### config.mk
export PLATFORM = sky130hd
export DESIGN_NAME = mxt_ctrl
export DESIGN_NICKNAME = d
export VERILOG_FILES = /design/src/inc/mxt_pkg.sv /design/src/logic/mxt_prog.sv /design/src/logic/mxt_ctrl.sv
export SDC_FILE = /design/constraint.sdc
export NUM_CORES = 1
export LEC_CHECK = 0
export BUFFER_PORTS_ARGS = -buffer_cell sky130_fd_sc_hd__buf_2
export CORE_MARGIN = 2
export CORE_UTILIZATION = 55
export CTS_CLUSTER_SIZE = 10
export DETAILED_ROUTE_END_ITERATION = 16
export PLACE_DENSITY = 0.78
export SLEW_MARGIN = 10
export SYNTH_ARGS = -nofsm -noshare
export SYNTH_HDL_FRONTEND = slang
export SYNTH_HIERARCHICAL = 1
export SYNTH_SLANG_ARGS = --single-unit
### constraint.sdc
create_clock -name clk_i -period 38.7 [get_ports clk_i]
set_input_delay 3.87 -clock clk_i [delete_from_list [all_inputs] [get_ports clk_i]]
set_output_delay 3.87 -clock clk_i [all_outputs]
set_load 0.01 [all_outputs]
### src/inc/mxt_pkg.sv
package mxt_pkg;
    localparam int POS_W = 16;
    localparam logic [POS_W-1:0] POS_ZERO = 16'h0000;
    localparam logic [POS_W-1:0] POS_FULL = 16'hFFFF;
    localparam logic [POS_W-1:0] POS_HALF = 16'h8000;
    localparam int SRC_W = 6;
    localparam int RATE_W = 10;
    localparam int NKEY = 4;
    localparam int NDSK = 3;
    localparam int ORD_W = 8;
    localparam int NPVW = 6;
    // Element buttons: background, keys 1 to 4, layer order.
    localparam int NEL = 6;
    localparam int EL_BKGD = 0;
    localparam int EL_KEY = 1;
    localparam int EL_ORDER = 5;
    // Transition type buttons: mix, wipe, custom.
    localparam int NTT = 3;
    // Bit positions inside the synchronised button vector.
    localparam int BI_EL = 0;
    localparam int BI_TT = 6;
    localparam int BI_CUT = 9;
    localparam int BI_AUTO = 10;
    localparam int BI_BLK = 11;
    localparam int BI_REH = 12;
    localparam int BI_KMX = 13;
    localparam int BI_PVW = 17;
    localparam int BI_APR = 23;
    localparam int BI_BPR = 24;
    localparam int BI_RCL = 25;
    localparam int BTN_W = 26;
    // Video frame period and clock period; the frame rate is a plain default.
    localparam int FRAME_US = 33367;
    localparam int CLK_PERIOD_NS = 5;
    localparam int FRAME_CYC = FRAME_US * 1000 / CLK_PERIOD_NS;
    localparam int CUT_LAMP_FRAMES = 6;
    localparam int CUT_W = 3;
    typedef enum logic [1:0] {TT_MIX, TT_WIPE, TT_USER} mxt_ttype_t;
    typedef enum logic [2:0] {PV_PRIMARY, PV_ME1, PV_ME2, PV_ME3, PV_PGM_A, PV_PGM_B} mxt_pvw_t;
    typedef enum logic [1:0] {ST_IDLE, ST_LEVER, ST_AUTO, ST_PAUSE} mxt_run_t;
endpackage

### src/logic/mxt_prog.sv
`timescale 1ns/100ps
// Progress register: unsigned fixed point from zero to full scale.
module mxt_prog
    import mxt_pkg::*;
#(
    parameter int PW = POS_W,
    parameter int RW = RATE_W
)
(
    input wire logic clk_i,
    input wire logic rstn_i,
    input wire logic frame_en_i,
    input wire logic load_i,
    input wire logic [PW-1:0] load_pos_i,
    input wire logic run_i,
    input wire logic [RW-1:0] rate_i,
    output logic [PW-1:0] pos_o,
    output logic done_o
);
    typedef struct packed {
        logic [PW-1:0] pos;
        logic done;
    } mxt_prog_st_t;

    mxt_prog_st_t q;
    mxt_prog_st_t d;
    logic [PW-1:0] step;
    logic [PW-1:0] rem;

    // A constant step per frame means a partly advanced position needs
    // proportionally fewer frames to finish.
    always_comb
    begin
        d = q;
        d.done = 1'b0;
        step = PW'(POS_FULL / ((rate_i == '0) ? RW'(1) : rate_i));
        rem = POS_FULL - q.pos;
        if (load_i)
        begin
            d.pos = load_pos_i;
        end
        else if (run_i && frame_en_i)
        begin
            if (rem <= step)
            begin
                d.pos = POS_FULL;
                d.done = 1'b1;
            end
            else
            begin
                d.pos = q.pos + step;
            end
        end
    end

    always_ff @(posedge clk_i)
    begin
        if (!rstn_i)
        begin
            q <= '0;
        end
        else
        begin
            q <= d;
        end
    end

    assign pos_o = q.pos;
    assign done_o = q.done;
endmodule // mxt_prog

### src/logic/mxt_ctrl.sv
`timescale 1ns/100ps
// Behaviour
// - Switched preview holds one of six choices, routes it, lights it high.
// - Primary crosspoint is high tally only when delegated and primary is chosen.
// - Stage has one main transition plus four separate keyer mix transitions.
// - Single element press selects only it; press while holding adds it.
// - Element selection never alters output; unselected elements keep state.
// - Background transition swaps A and B so A stays on air.
// - Key on lamps show the logical key state, not visibility.
// - Layer-order element moves key stacking to operator's new order.
// - Linked downstream keyers follow the transition; link is not recalled.
// - Mix, wipe and custom are exclusive and do not change output.
// - Cut applies selected changes instantly and flashes its lamp.
// - Auto runs lit; second press freezes; third press resumes, far lever limit completes.
// - Lever drives progress; far limit completes, return home abandons.
// - Out-of-step lever is ignored until resynced; arrows show direction.
// - Through-black toggles on each press outside rehearsal and lights while active.
// - Through-black takes two commands; black stage low-tallies A and B.
// - At black, type, keys and B source may change; key lamps preview.
// - Second through-black press cancels; at black returns original signal.
// - A bus press during through-black cancels it, airs source keyless.
// - Rehearsal refused off limit, during auto, or with through-black.
// - Rehearsal sends transition only to preview; program stays unchanged.
// - Lit rehearsal press cancels and aborts auto; end-off is configurable.
// - Key mix ignored during a main transition, allowed when merely selected.
// - Auto from a part-moved lever finishes in proportionally less time.
module mxt_ctrl
    import mxt_pkg::*;
#(
    parameter int FRAME_CYCLES = FRAME_CYC
)
(
    input wire logic clk_i,
    input wire logic rstn_i,
    input wire logic [NEL-1:0] elem_btn_i,
    input wire logic [NTT-1:0] type_btn_i,
    input wire logic cut_btn_i,
    input wire logic auto_btn_i,
    input wire logic black_btn_i,
    input wire logic rehearse_btn_i,
    input wire logic [NKEY-1:0] key_mix_btn_i,
    input wire logic [NPVW-1:0] pvw_btn_i,
    input wire logic a_press_i,
    input wire logic [SRC_W-1:0] a_src_i,
    input wire logic b_press_i,
    input wire logic [SRC_W-1:0] b_src_i,
    input wire logic recall_i,
    input wire logic [POS_W-1:0] lever_pos_i,
    input wire logic pvw_delegated_i,
    input wire logic [NDSK-1:0] dsk_link_i,
    input wire logic reh_auto_off_i,
    input wire logic [ORD_W-1:0] new_key_order_i,
    input wire logic [RATE_W-1:0] rate_frames_i,
    output logic [NPVW-1:0] pvw_lamp_o,
    output logic [2:0] pvw_route_o,
    output logic primary_xpt_high_o,
    output logic [NEL-1:0] elem_lamp_o,
    output logic [NTT-1:0] type_lamp_o,
    output logic cut_lamp_o,
    output logic auto_lamp_o,
    output logic black_lamp_o,
    output logic rehearse_lamp_o,
    output logic [NKEY-1:0] key_on_lamp_o,
    output logic [NKEY-1:0] key_mix_go_o,
    output logic arrow_up_o,
    output logic arrow_dn_o,
    output logic [SRC_W-1:0] a_src_o,
    output logic [SRC_W-1:0] b_src_o,
    output logic ab_low_tally_o,
    output logic pgm_black_o,
    output logic [NKEY-1:0] key_state_o,
    output logic [ORD_W-1:0] key_order_o,
    output logic [NDSK-1:0] dsk_on_o,
    output logic [POS_W-1:0] pgm_pos_o,
    output logic [POS_W-1:0] pvw_pos_o,
    output logic pvw_override_o,
    output logic complete_o
);
    localparam int DW = $clog2(FRAME_CYCLES + 1);
    localparam logic [DW-1:0] DIV_LAST = DW'(FRAME_CYCLES - 1);

    typedef struct packed {
        logic [BTN_W-1:0] b1;
        logic [BTN_W-1:0] b2;
        logic [BTN_W-1:0] b3;
        logic [SRC_W-1:0] as1;
        logic [SRC_W-1:0] as2;
        logic [SRC_W-1:0] bs1;
        logic [SRC_W-1:0] bs2;
        logic [POS_W-1:0] lv1;
        logic [POS_W-1:0] lv2;
        logic lv_off;
        logic [DW-1:0] div;
        logic frame;
        mxt_pvw_t pvw;
        logic [NEL-1:0] sel;
        mxt_ttype_t ttype;
        logic [SRC_W-1:0] a_src;
        logic [SRC_W-1:0] b_src;
        logic [NKEY-1:0] key_on;
        logic [ORD_W-1:0] key_order;
        logic [NDSK-1:0] dsk_on;
        mxt_run_t st;
        logic home;
        logic sync;
        logic blk_armed;
        logic blk_stage;
        logic reh;
        logic [CUT_W-1:0] cut_cnt;
        logic complete;
        logic [NKEY-1:0] kmx_go;
    } mxt_st_t;

    mxt_st_t q;
    mxt_st_t d;
    logic [BTN_W-1:0] btn_raw;
    logic [BTN_W-1:0] rise;
    logic [POS_W-1:0] pos;
    logic prog_done;
    logic prog_load;
    logic [POS_W-1:0] prog_ld_pos;
    logic lat_lo;
    logic lat_hi;
    logic at_home;
    logic at_far;

    assign btn_raw = {recall_i, b_press_i, a_press_i, pvw_btn_i, key_mix_btn_i,
                      rehearse_btn_i, black_btn_i, auto_btn_i, cut_btn_i,
                      type_btn_i, elem_btn_i};

    // Ends a main transition: the first stage of through-black only goes to
    // black; rehearsal never touches program state.
    function automatic mxt_st_t finish(input mxt_st_t s, input logic auto_off,
                                       input logic [ORD_W-1:0] ord,
                                       input logic [NDSK-1:0] link);
        mxt_st_t r;
        r = s;
        if (s.reh)
        begin
            r.reh = s.reh & ~auto_off;
        end
        else if (s.blk_armed && !s.blk_stage)
        begin
            r.blk_stage = 1'b1;
        end
        else
        begin
            if (s.sel[EL_BKGD])
            begin
                r.a_src = s.b_src;
                r.b_src = s.a_src;
            end
            r.key_on = s.key_on ^ s.sel[EL_KEY +: NKEY];
            if (s.sel[EL_ORDER])
            begin
                r.key_order = ord;
            end
            r.dsk_on = s.dsk_on ^ link;
            r.blk_armed = 1'b0;
            r.blk_stage = 1'b0;
        end
        r.complete = 1'b1;
        r.st = ST_IDLE;
        r.sync = 1'b0;
        return r;
    endfunction

    function automatic logic [2:0] first_set(input logic [NPVW-1:0] v);
        logic [2:0] r;
        r = '0;
        for (int i = NPVW - 1; i >= 0; i--)
        begin
            if (v[i])
            begin
                r = 3'(i);
            end
        end
        return r;
    endfunction

    always_comb
    begin
        d = q;
        prog_load = 1'b0;
        prog_ld_pos = POS_ZERO;
        // Buttons and lever come from the panel: two flip-flops first.
        d.b1 = btn_raw;
        d.b2 = q.b1;
        d.b3 = q.b2;
        d.as1 = a_src_i;
        d.as2 = q.as1;
        d.bs1 = b_src_i;
        d.bs2 = q.bs1;
        d.lv1 = lever_pos_i;
        d.lv2 = q.lv1;
        rise = q.b2 & ~q.b3;
        lat_lo = (q.lv2 == POS_ZERO);
        lat_hi = (q.lv2 == POS_FULL);
        at_home = q.home ? lat_hi : lat_lo;
        at_far = q.home ? lat_lo : lat_hi;
        // Kept as off-limit so the cleared reset value cannot fake an arrival at a limit.
        d.lv_off = !(lat_lo | lat_hi);
        d.complete = 1'b0;
        d.kmx_go = '0;
        d.frame = (q.div == '0);
        d.div = (q.div == '0) ? DIV_LAST : q.div - DW'(1);
        if (q.frame && q.cut_cnt != '0)
        begin
            d.cut_cnt = q.cut_cnt - CUT_W'(1);
        end

        if (rise[BI_PVW +: NPVW] != '0)
        begin
            d.pvw = mxt_pvw_t'(first_set(rise[BI_PVW +: NPVW]));
        end

        for (int i = 0; i < NTT; i++)
        begin
            if (rise[BI_TT + i])
            begin
                d.ttype = mxt_ttype_t'(2'(i));
            end
        end

        if (q.st == ST_IDLE)
        begin
            for (int i = 0; i < NEL; i++)
            begin
                if (rise[BI_EL + i])
                begin
                    if ((q.b2[BI_EL +: NEL] & ~(NEL'(1) << i)) != '0)
                    begin
                        d.sel = d.sel | (NEL'(1) << i);
                    end
                    else
                    begin
                        d.sel = NEL'(1) << i;
                    end
                end
            end
            // A keyer mix is its own transition; it is blocked while the main
            // transition is really moving or while rehearsal is lit.
            for (int k = 0; k < NKEY; k++)
            begin
                if (rise[BI_KMX + k] && pos == POS_ZERO && !q.reh)
                begin
                    d.key_on[k] = ~d.key_on[k];
                    d.kmx_go[k] = 1'b1;
                end
            end
        end

        if (rise[BI_BPR])
        begin
            d.b_src = q.bs2;
        end

        if (rise[BI_RCL])
        begin
            d.sync = 1'b0;
        end
        else if (!q.sync && q.lv_off && (lat_lo | lat_hi) && q.st == ST_IDLE)
        begin
            d.sync = 1'b1;
            d.home = lat_hi;
        end

        case (q.st)
            ST_IDLE:
            begin
                if (rise[BI_AUTO])
                begin
                    d.st = ST_AUTO;
                end
                else if (q.sync && !at_home)
                begin
                    d.st = ST_LEVER;
                end
            end
            ST_LEVER:
            begin
                prog_load = 1'b1;
                prog_ld_pos = q.home ? POS_FULL - q.lv2 : q.lv2;
                if (rise[BI_AUTO])
                begin
                    prog_load = 1'b0;
                    d.st = ST_AUTO;
                    d.sync = 1'b0;
                end
                else if (at_far)
                begin
                    d = finish(d, reh_auto_off_i, new_key_order_i, dsk_link_i);
                    d.sync = 1'b1;
                    d.home = ~q.home;
                    prog_ld_pos = POS_ZERO;
                end
                else if (at_home)
                begin
                    d.st = ST_IDLE;
                    prog_ld_pos = POS_ZERO;
                end
            end
            ST_AUTO:
            begin
                if (prog_done)
                begin
                    d = finish(d, reh_auto_off_i, new_key_order_i, dsk_link_i);
                    prog_load = 1'b1;
                end
                else if (rise[BI_AUTO])
                begin
                    d.st = ST_PAUSE;
                end
            end
            ST_PAUSE:
            begin
                if (rise[BI_AUTO])
                begin
                    d.st = ST_AUTO;
                end
                else if (q.sync && at_far)
                begin
                    d = finish(d, reh_auto_off_i, new_key_order_i, dsk_link_i);
                    d.sync = 1'b1;
                    d.home = ~q.home;
                    prog_load = 1'b1;
                end
            end
            default:
            begin
                d.st = ST_IDLE;
            end
        endcase

        if (rise[BI_CUT])
        begin
            d = finish(d, reh_auto_off_i, new_key_order_i, dsk_link_i);
            d.cut_cnt = CUT_W'(CUT_LAMP_FRAMES);
            d.sync = q.sync && q.st == ST_IDLE;
            prog_load = 1'b1;
            prog_ld_pos = POS_ZERO;
        end

        if (rise[BI_BLK] && !q.reh)
        begin
            if (q.blk_armed)
            begin
                // Nothing was applied at black, so dropping the flags restores
                // the original picture.
                d.blk_armed = 1'b0;
                d.blk_stage = 1'b0;
            end
            else
            begin
                d.blk_armed = 1'b1;
            end
        end

        if (rise[BI_APR])
        begin
            d.a_src = q.as2;
            if (q.blk_armed)
            begin
                d.key_on = '0;
                d.blk_armed = 1'b0;
                d.blk_stage = 1'b0;
                d.st = ST_IDLE;
                d.sync = 1'b0;
                prog_load = 1'b1;
                prog_ld_pos = POS_ZERO;
            end
        end

        if (rise[BI_REH])
        begin
            if (q.reh)
            begin
                d.reh = 1'b0;
                if (q.st == ST_AUTO || q.st == ST_PAUSE)
                begin
                    d.st = ST_IDLE;
                    d.sync = 1'b0;
                    prog_load = 1'b1;
                    prog_ld_pos = POS_ZERO;
                end
            end
            else if (q.st == ST_IDLE && pos == POS_ZERO && (lat_lo | lat_hi)
                     && !q.blk_armed)
            begin
                d.reh = 1'b1;
            end
        end
    end

    always_ff @(posedge clk_i)
    begin
        if (!rstn_i)
        begin
            q <= '0;
        end
        else
        begin
            q <= d;
        end
    end

    mxt_prog #(
        .PW(POS_W),
        .RW(RATE_W)
    ) u_prog (
        .clk_i(clk_i),
        .rstn_i(rstn_i),
        .frame_en_i(q.frame),
        .load_i(prog_load),
        .load_pos_i(prog_ld_pos),
        .run_i(q.st == ST_AUTO),
        .rate_i(rate_frames_i),
        .pos_o(pos),
        .done_o(prog_done)
    );

    assign pvw_lamp_o = NPVW'(1) << q.pvw;
    assign pvw_route_o = q.pvw;
    assign primary_xpt_high_o = pvw_delegated_i && q.pvw == PV_PRIMARY;
    assign elem_lamp_o = q.sel;
    assign type_lamp_o = NTT'(1) << q.ttype;
    assign cut_lamp_o = q.cut_cnt != '0;
    assign auto_lamp_o = q.st == ST_AUTO;
    assign black_lamp_o = q.blk_armed;
    assign rehearse_lamp_o = q.reh;
    // At black the lamps already show the keys after the second command.
    assign key_on_lamp_o = q.blk_stage ? q.key_on ^ q.sel[EL_KEY +: NKEY] : q.key_on;
    assign key_mix_go_o = q.kmx_go;
    assign arrow_up_o = q.sync ? ~q.home : (q.lv2 < POS_HALF);
    assign arrow_dn_o = q.sync ? q.home : (q.lv2 >= POS_HALF);
    assign a_src_o = q.a_src;
    assign b_src_o = q.b_src;
    assign ab_low_tally_o = q.blk_stage;
    assign pgm_black_o = q.blk_stage;
    assign key_state_o = q.key_on;
    assign key_order_o = q.key_order;
    assign dsk_on_o = q.dsk_on;
    assign pgm_pos_o = q.reh ? POS_ZERO : pos;
    assign pvw_pos_o = q.reh ? pos : POS_ZERO;
    assign pvw_override_o = q.reh;
    assign complete_o = q.complete;
endmodule // mxt_ctrl

== Word-level counts from Yosys, hierarchy flattened ==
Cells that the tools add are included.
Storage, ports and cells
  logic and storage cells: 245
  output and inout bits: 96
  register bits: 229
  bits of input ports: 79
Operators by class
  bitwise logic cells: 18
  shift-type cells: 2
  div/mod/pow operators: 1
  reductions and logical operators: 48
  mux-type cells: 132
  equality and inequality tests: 4
  order comparisons: 3
  $add $sub $neg: 5
Operator list (count)
  16-bit two-way mux: 15
  27-bit two-way mux: 8
  6-bit two-way mux: 15
  42-bit two-way mux: 2
  27-bit case mux with 3 select lines: 1
  6-bit nonzero test: 7
  1-bit two-way mux: 41
  2-bit two-way mux: 20
  13-bit case mux with 3 select lines: 1
  12-bit two-way mux: 3
  16-bit zero test: 2
  16-bit subtractor, first input constant: 2
  3-bit two-way mux: 10
  26-bit bitwise AND: 1
  13-bit two-way mux: 2
  26-bit NOT: 1
  1-bit logical AND: 23
  23-bit zero test: 1
  23-bit two-way mux: 1
  23-bit by 1-bit subtractor with 23-bit output, second input constant: 1
  4-bit two-way mux: 5
  17-bit two-way mux: 1
  16-bit adder: 1
  16-bit by 16-bit divider with 16-bit output, first input constant: 1
  other kinds (29): 48

== Logic depth before layout (Yosys ltp) ==
Gate-level depths: netlist of the first run.
  depth after elaboration: 33
  mapped depth: 163
  gate-level depth less buffers: 154

== Cells and area by module ==
Netlist of the first run, hierarchy kept.
Modules (own cells, without submodules)
  mxt_ctrl: cells each 941, area an instance 8758.4 sq um, sequential area each 4244.1 sq um, instances 1
  mxt_prog: cells each 1057, area an instance 7636.1 sq um, sequential area each 340.3 sq um, instances 1

== Worst setup path before layout of the first run ==
No wires, ideal clock.
  path kind: input to register
  start point: input rate_frames_i[7]
  end point: register u_prog.q (netlist bit u_prog/pos_o[14])
  data required time: 38624 ps
  data arrival time: 31079 ps
  stages on the path: 153
  slack: 7545 ps
  library setup time: 76 ps
  buffers on the path: 9
  cell sequence: clkbuf_1 nor4_1 nand2_1 nor2_1 inv_1 ha_1 o21ai_0 a221o_1 a21o_1 ha_1 nand2_1 a41oi_1 o21ai_0 a32o_1 ha_1 and3_1 o21a_1 o21a_1 [117 not listed] fa_1 a21oi_1 nor2_1 nor2_1 o21bai_1 a21oi_1 nor2b_1 o21a_1 nor2_1 o21bai_1 a21oi_1 o21bai_1 a21oi_1 o21bai_1 a21oi_1 xnor2_1 o21ai_0 a21boi_0
Between the ends
  longest elaborated chain between the ends: 7
  elaborated cells on any way between the ends: 8
  those cells by class: 1 x add/sub; 1 x div; 1 x order compare; 4 x mux; 1 x reduce/logical
Ends and longest elaborated chain
  from (decl): line mxt_ctrl.sv:53  | input wire logic [RATE_W-1:0] rate_frames_i,
  10-bit zero test: line mxt_prog.sv:36  | step = PW'(POS_FULL / ((rate_i == '0) ? RW'(1) : rate_i));
  10-bit two-way mux *: line mxt_prog.sv:36
  16-bit by 16-bit divider with 16-bit output *: line mxt_prog.sv:36
  16-bit adder or 16-bit <= comparator (tied branches): line mxt_prog.sv:51, mxt_prog.sv:44
  16-bit two-way mux *: line mxt_prog.sv:44  | if (rem <= step)
  17-bit two-way mux *: line mxt_prog.sv:42  | else if (run_i && frame_en_i)
  16-bit two-way mux *: line mxt_prog.sv:38  | if (load_i)
  to (signal assigned): line mxt_prog.sv:60  | q <= '0;
  to (signal assigned): line mxt_prog.sv:64  | q <= d;
  to (decl): line mxt_prog.sv:25  | mxt_prog_st_t q;
Mark *: on every way between the ends. The rest lies on a longest branch, timed or not. The select of a mux whose other input is x is not followed.
A chain may end at the register's enable or synchronous reset.

== Final worst setup path of the first run ==
Same ends and word-level chain as after synthesis.

==> flow_metrics.tcl, run 1 <==
set metrics [dict create \
    ctsLongestPathBuffers 3 \
    synthCells 1998 \
    postSynthNetCount 2196 \
    ys_ff_latch 229 \
    gr-usage-met1_pct 35.2 \
    final_layout_size_suffix_gt1_share_pct 14.9 \
    num_rows 63 \
    setup-tns-final_ns 0 \
    start_kind "input pin" \
    slew_violations 0 \
    post-route-worst-setup-slack_ns 2.79 \
    r2r_start "u_prog/pos_o[1]" \
    slowest_stage "nor4_4" \
    multi_input_area_um2 10900 \
    cts_tree "done" \
    end_kind "register" \
    synth.cell_area_um2 16400 \
    cp_common_cell "a21oi_1" \
    portBuffers 174 \
    gp_congestion 1.00 \
    dieWidth_um 177 \
    status "finished, final reports clean" \
    final_common_cell "dfxtp_1" \
    insertion_delay_ns 0.52 \
    fin_area_um2 17900 \
    antenna_found_initial 1 \
    layout_common_cells "dfxtp_1, buf_2, and2_1" \
    period_share_pct 92.8 \
    first_pass_iters 6 \
    die_area_um2 31200 \
    r2r_setup_slack_ns 35.12 \
    fmaxAchievable_ghz 0.0278 \
    slowest_delay_ns 0.64 \
    use_met3_pct 3.93 \
    yosys_most_used_dff "dfxtp_1" \
    die_h_um 177 \
    grt_pass1_wl_mm 70.5 \
    skew_ns 0.0238 \
    clk_pin_slew_ns 0.05 \
    grt_pass1_vias 14000 \
    drtIter0Drc 1374 \
    fillers 2601 \
    cts_buffers 26 \
    hold_end "key_mix_go_o[2]" \
    timing.rr.end "u_prog/pos_o[15]" \
    hp-class "register to register" \
    core-area_um2 29500 \
    path_class "input pin to register" \
    avgSynthCellArea_um2 8.21 \
    viasPerCell 5.97 \
    holdCritStartpoint "q[149]" \
    max_cap_viol_count 0 \
    rr_worst_depth 21 \
    grt_max_degree 155 \
    root_buffer "clkbuf_16" \
    post-place-ws_ns 2.79 \
    placed_area_um2 17200 \
    synth_top_area_share_pct 28.0 \
    hold_viol 0 \
    cp.required_ns 39.13 \
    wl_mm 43.8 \
    yosysSeqAreaShare_pct 28.0 \
    start_util_pct 55.6 \
    grt_setup_unrepaired "no" \
    clock-sinks 229 \
    fin_crit_ns 35.91 \
    vias 14800 \
    finalSetupViolCount 0 \
    synth.area.top_cells "dfxtp_1, ha_1, and2_1" \
    grt_most_used_layer "met2" \
    cp_max_fo 18 \
    register_area_um2 4580 \
    synth_edf_count 0 \
    area_growth_pct 9.10 \
    ant_nets 0 \
    cts_max_level 1 \
    grt.overflow.total 0 \
    async_flop_share_pct 0 \
    io_pins 175 \
    min_path_cells 1 \
    grtUsageTotal_pct 27.4 \
    grt_util_met2_pct 47.3 \
    max-slew-margin-rel_pct 15.9 \
    synth_cell_types 112 \
    ys_warn_count 6 \
    drc 0 \
    nets 2288 \
    wl_per_cell_um 17.7 \
    cp.arrival_ns 36.34 \
    tightest_slew_ns 1.25 \
    yosys.area.top_type "dfxtp_1" \
    dp_hpwl_mm 33.2 \
]
[metal layers]
| layer | vias to the layer above | routed length (µm) |
|---|---|---|
| met5 | - | 0 |
| met4 | 0 | 1400 |
| met3 | 97 | 3120 |
| met2 | 602 | 20700 |
| met1 | 6886 | 18700 |
| li1 | 7224 | - |
[worst max path at each step]
stage / slack (ns) / cells past startpoint / start / endpoint
finish: 2.79 / 149 / rate_frames_i[7] / u_prog/pos_o[14]
global route: 0.17 / 150 / rate_frames_i[7] / u_prog/pos_o[14]
CTS: 3.22 / 149 / rate_frames_i[7] / u_prog/pos_o[14]
detailed placement: 2.79 / 149 / rate_frames_i[7] / u_prog/pos_o[14]
global placement: 4.25 / 149 / rate_frames_i[7] / u_prog/pos_o[14]
floorplan: 7.55 / 153 / rate_frames_i[7] / u_prog/pos_o[14]
[through the flow]
| stage | utilization [%] | cells | hold WS, ns |
|---|---|---|---|
| after CTS | 60.6 | 2480 | 0.420 |
| after floorplan | - | 1998 | 0.387 |
| after global placement | 58.3 | 2452 | 0.404 |
| after global routing | 60.7 | 2481 | 0.444 |
| final | 60.7 | 2481 | 0.420 |
| after detailed placement | 58.3 | 2452 | 0.414 |
[cells in the mapped netlist (all sizes together) (29+ instances only)]
cell	number
nand3	48
buf	59
a21o	29
a21oi	112
o21ai	101
nor2	139
mux2	36
nor3	33
a21boi	38
dfxtp	229
inv	93
nand2	150
clkbuf	57
nand2b	37
ha	118
nor2b	47
xnor2	95
and2	170
[layout make-up]
class / instances / share of cell area (%)
Timing Repair Buffer: 180 / 5.13
Sequential cell: 229 / 25.6
Inverter: 94 / 1.97
Multi-Input combinational cell: 1559 / 60.7
Tap cell: 390 / 2.73
Antenna cell: 1 / 0.0140
Clock buffer: 28 / 3.80
[kinds of logic after synthesis]
group	count (synthesis)	synth area share [%]
AOI/OAI and AO/OA	498	21.2
xor gates and xnor gates	118	6.30
adders and majority gates	120	9.19
buffers and inverters	210	5.92
DFF	229	28.0
muxes	54	3.75
and+or+nand+nor	769	25.7
[sequential cells by signal (all words and copies together) (netlist names)]
name            flops
complete_o          1
key_state_o         4
pvw_override_o      1
key_mix_go_o        4
key_order_o         8
ab_low_tally_o      1
pvw_route_o         3
b_src_o             6
u_prog/done_o       1
dsk_on_o            3
black_lamp_o        1
q                 168
a_src_o             6
u_prog/pos_o       16
elem_lamp_o         6
[worst max-delay path, delay by kind of cell]
| family | cells | cell delay (ns) |
|---|---|---|
| simple gates | 38 | 7.25 |
| compound gates | 78 | 15.92 |
| fa+ha+maj | 16 | 5.58 |
| mux | 3 | 1.14 |
| xor+xnor | 2 | 0.29 |
| buf+inv | 12 | 2.23 |
[timing repair]
item | 4_1_cts | 5_1_grt
setup buffers | 0 | 0
resized for setup | 0 | 1
setup endpoints to repair | 0 | 4
hold buffers | 0 | 0
Power of run 1 is left out: the tool's default activity adds up to more than one toggle a clock period on the data nets, which glitch-free logic cannot reach.
==> inputs of run 2 (changes only) <==
--- a/config.mk
+++ b/config.mk
@@ -7,10 +7,10 @@
 export LEC_CHECK = 0
 export BUFFER_PORTS_ARGS = -buffer_cell sky130_fd_sc_hd__buf_2
 export CORE_MARGIN = 2
-export CORE_UTILIZATION = 55
+export CORE_UTILIZATION = 60
 export CTS_CLUSTER_SIZE = 10
 export DETAILED_ROUTE_END_ITERATION = 16
-export PLACE_DENSITY = 0.78
+export PLACE_DENSITY = 0.84
 export SLEW_MARGIN = 10
 export SYNTH_ARGS = -nofsm -noshare
 export SYNTH_HDL_FRONTEND = slang
==> run 2 against run 1 <==
- fmax fell by 0.14%
- via count increased by 1.4%
- global-route usage up 2.8 points
- clock skew fell by 0.012 ns
- final cell count shrank 1.9%
- register-to-register slack worse by 0.26 ns
==> flow_metrics.tcl, run 2 (synthesis results as in run 1) <==
set metrics [dict create \
    finalSetupViolCount 0 \
    dieWidth_um 169 \
    insertion_delay_ns 0.51 \
    slowest_stage "a2111oi_4" \
    post_cts_buffers 0 \
    post-route-worst-setup-slack_ns 2.74 \
    crit_buf_inv 12 \
    grt_max_degree 116 \
    post-place-ws_ns 2.86 \
    grt_pass1_wl_mm 71.9 \
    fmaxAchievable_ghz 0.0278 \
    utilization_pct 66.4 \
    layout_common_cells "dfxtp_1, buf_2, and2_1" \
    drtIter0Drc 1644 \
    antenna_found_initial 1 \
    die_h_um 169 \
    cp.required_ns 39.13 \
    setup-tns-final_ns 0 \
    tightest_slew_ns 1.14 \
    fin_crit_ns 35.96 \
    cts_buffers 27 \
    clk_pin_slew_ns 0.05 \
    grt_pass1_vias 14300 \
    start_util_pct 61.0 \
    ctsLongestPathBuffers 3 \
    grt_setup_unrepaired "no" \
    portBuffers 174 \
    end_kind "register" \
    path_class "input pin to register" \
    cp_max_fo 18 \
    num_rows 60 \
    largest_reg_flops 168 \
    grtUsageTotal_pct 30.3 \
    ant_nets 0 \
    skew_ns 0.0122 \
    max-slew-margin-rel_pct 23.6 \
    final_common_cell "dfxtp_1" \
    cts_resized 0 \
    gp_congestion 1.01 \
    slew_violations 0 \
    die_area_um2 28700 \
    max_cap_viol_count 0 \
    root_buffer "clkbuf_16" \
    core-area_um2 26900 \
    grt.overflow.total 0 \
    cts_max_level 1 \
    io_pins 175 \
    hp-class "register to register" \
    viasPerCell 6.17 \
    cts_tree "done" \
    wl_per_cell_um 18.2 \
    dp_hpwl_mm 33.4 \
    cts_hold_repair.buffers 0 \
    drc 0 \
    cp.arrival_ns 36.39 \
    cp_common_cell "a21oi_1" \
    start_kind "input pin" \
    slowest_delay_ns 0.66 \
    first_pass_iters 8 \
    status "finished, final reports clean" \
    wl_mm 44.3 \
    clock-sinks 229 \
    nets 2288 \
    final_layout_size_suffix_gt1_share_pct 15.0 \
    vias 15000 \
    area_growth_pct 8.86 \
    hold_viol 0 \
    cpLargestDelayFamily "compound AO/OA/AOI/OAI gates" \
    period_share_pct 92.9 \
    regMostFlops "q" \
]
run 2: cell count changes in the layout (fill, tap and decap cells not counted):
cell | before | now
clkinv_4 | 0 | 1
a21oi_2 | 2 | 3
clkbuf_8 | 0 | 1
buf_4 | 7 | 6
o21ai_1 | 4 | 5
o21ai_2 | 2 | 1
a21oi_1 | 110 | 109
clkbuf_1 | 1 | 3
run 2: routing by layer:
metal  up-vias  global-route usage, %  routed length (µm)
met4         0                   12.0                1630
met2       661                   51.3               20700
met1      6997                   38.8               18600
met3       132                   4.55                3320
met5         -                      0                   0
li1       7231                      -                   -
run 2: path summary, 6_finish.rpt:
path                            cells past startpoint  slack, ns              from               end
worst max-delay path                              148       2.74  rate_frames_i[7]  u_prog/pos_o[14]
worst min-delay path                                1       0.43            q[131]            q[125]
worst max register to register                      9      34.86             q[93]   u_prog/pos_o[5]
worst min register to register                      1       0.43            q[131]            q[125]
run 2: final cells by class:
class	count	area (µm²)
repair buffers	179	911
multi-input cells	1559	10900
clock inverters	1	8.76
clock buffers	31	701
inverters	94	353
fillers	2159	9030
well taps	341	427
flip-flops and latches	229	4580
diodes	1	2.50
run 2: worst register-to-register path: stages, from the launching register on:
cell	delay, ns
dfxtp_1	0.41
nand4_1	0.12
or4_1	0.72
mux2_2	0.35
o22ai_1	0.19
nor3b_1	0.08
o21ai_1	0.88
a21oi_1	0.51
a22oi_1	0.32
a21boi_0	0.14
run 2: through the flow:
step	hold slack [ns]	instance area [µm²]	std cells
floorplan	0.387	16400	1998
global placement	0.406	17100	2402
detailed placement	0.410	17100	2402
CTS	0.423	17800	2434
global route	0.443	17800	2435
finish	0.430	17800	2435
Power of run 2 is left out for the same reason.
==> inputs of run 3 (changes only) <==
--- a/config.mk
+++ b/config.mk
@@ -10,7 +10,7 @@
 export CORE_UTILIZATION = 60
 export CTS_CLUSTER_SIZE = 10
 export DETAILED_ROUTE_END_ITERATION = 16
-export PLACE_DENSITY = 0.84
+export PLACE_DENSITY = 0.81
 export SLEW_MARGIN = 10
 export SYNTH_ARGS = -nofsm -noshare
 export SYNTH_HDL_FRONTEND = slang
==> run 3 against run 2 <==
- flip-flop and latch count unchanged
- sequential share of layout area is essentially flat
- highest routed layer unchanged
- clock skew grew 0.00069 ns
- global-route usage is 1.0 points lower
- first-iteration DRC count rose by 5.9%
==> flow_metrics.tcl, run 3 (synthesis results as in run 1) <==
set metrics [dict create \
    tightest_slew_ns 1.20 \
    skew_ns 0.0129 \
    drc 0 \
    clock-sinks 229 \
    die_area_um2 28700 \
    cpLargestDelayFamily "compound AO/OA/AOI/OAI gates" \
    max_cap_viol_count 0 \
    end_kind "register" \
    r2r_start "q[93]" \
    num_rows 60 \
    register_area_um2 4580 \
    portBuffers 174 \
    multi_input_area_um2 10900 \
    cp_common_cell "a21oi_1" \
    viasPerCell 6.17 \
    ctsLongestPathBuffers 3 \
    fillers 2301 \
    hp-class "register to register" \
    grt_pass1_wl_mm 69.7 \
    insertion_delay_ns 0.51 \
    area_growth_pct 8.65 \
    cp.arrival_ns 36.04 \
    max-slew-margin-rel_pct 19.3 \
    start_util_pct 61.0 \
    clk_pin_slew_ns 0.05 \
    post_cts_buffers 0 \
    largest_reg_flops 168 \
    period_share_pct 92.0 \
    start_kind "input pin" \
    timing.rr.end "u_prog/pos_o[15]" \
    io_pins 175 \
    wl_mm 42.9 \
    layout_common_cells "dfxtp_1, buf_2, and2_1" \
    cts_buffers 26 \
    grt_max_degree 129 \
    regMostFlops "q" \
    cp_max_fo 18 \
    slew_violations 0 \
    nets 2287 \
    cts_tree "done" \
    slowest_stage "a21oi_1" \
    rr_worst_depth 9 \
    holdCritStartpoint "q[148]" \
    cts_resized 0 \
    setup-tns-final_ns 0 \
    cp.required_ns 39.13 \
    first_pass_iters 8 \
    slowest_delay_ns 0.71 \
    grt.overflow.total 0 \
    path_class "input pin to register" \
    min_path_cells 1 \
    crit_buf_inv 11 \
    drtIter0Drc 1741 \
    cts_hold_repair.buffers 0 \
    finalSetupViolCount 0 \
    final_common_cell "dfxtp_1" \
    fin_crit_ns 35.61 \
    die_h_um 169 \
    fmaxAchievable_ghz 0.0281 \
    r2r_setup_slack_ns 34.81 \
    core-area_um2 26900 \
    hold_end "key_mix_go_o[1]" \
    grtUsageTotal_pct 29.2 \
    cts_max_level 1 \
    vias 15000 \
    grt_setup_unrepaired "no" \
    grt_pass1_vias 14100 \
    final_layout_size_suffix_gt1_share_pct 14.8 \
    dieWidth_um 169 \
    hold_viol 0 \
    status "finished, final reports clean" \
    antenna_found_initial 1 \
    root_buffer "clkbuf_16" \
    wl_per_cell_um 17.6 \
    ant_nets 0 \
    dp_hpwl_mm 32.4 \
    gp_congestion 0.974 \
]
[run 3: changes by cell type in the layout (fill, tap and decap cells not counted), sizes merged]
cell,change
clkbuf,-3
clkinv,-1
[run 3: through the flow]
step / area [µm²] / cells / hold slack, ns / setup WS, ns / utilization (%)
6_report: 17800 / 2431 / 0.415 / 3.09 / 66.3
5_1_grt: 17800 / 2431 / 0.424 / 0.343 / 66.3
3_3_place_gp: 17100 / 2402 / 0.398 / 4.29 / 63.7
4_1_cts: 17800 / 2430 / 0.408 / 3.40 / 66.2
2_1_floorplan: 16400 / 1998 / 0.387 / 7.55 / -
3_5_place_dp: 17100 / 2402 / 0.398 / 2.93 / 63.7
[run 3: area by class of cell]
type	count	area share, %
Antenna cell	1	0.0140
Sequential cell	229	25.7
Inverter	94	1.98
Timing Repair Buffer	179	5.11
Multi-Input combinational cell	1559	60.9
Clock buffer	28	3.81
Tap cell	341	2.40
[run 3: how the worst max path moves through the flow]
stage,to,cells past startpoint,from,slack [ns]
after CTS,u_prog/pos_o[14],148,rate_frames_i[7],3.40
after global routing,u_prog/pos_o[14],148,rate_frames_i[7],0.34
after detailed placement,u_prog/pos_o[14],148,rate_frames_i[7],2.93
final,u_prog/pos_o[14],148,rate_frames_i[7],3.09
after global placement,u_prog/pos_o[14],146,rate_frames_i[7],4.29
after floorplan,u_prog/pos_o[14],153,rate_frames_i[7],7.55
[run 3: per-layer routing]
metal  global-route usage (%)  wire length [µm]
met1                     37.4             18000
met2                     50.9             20300
met3                     2.71              3040
met4                     11.5              1610
met5                        0                 0
Power of run 3 is left out for the same reason.
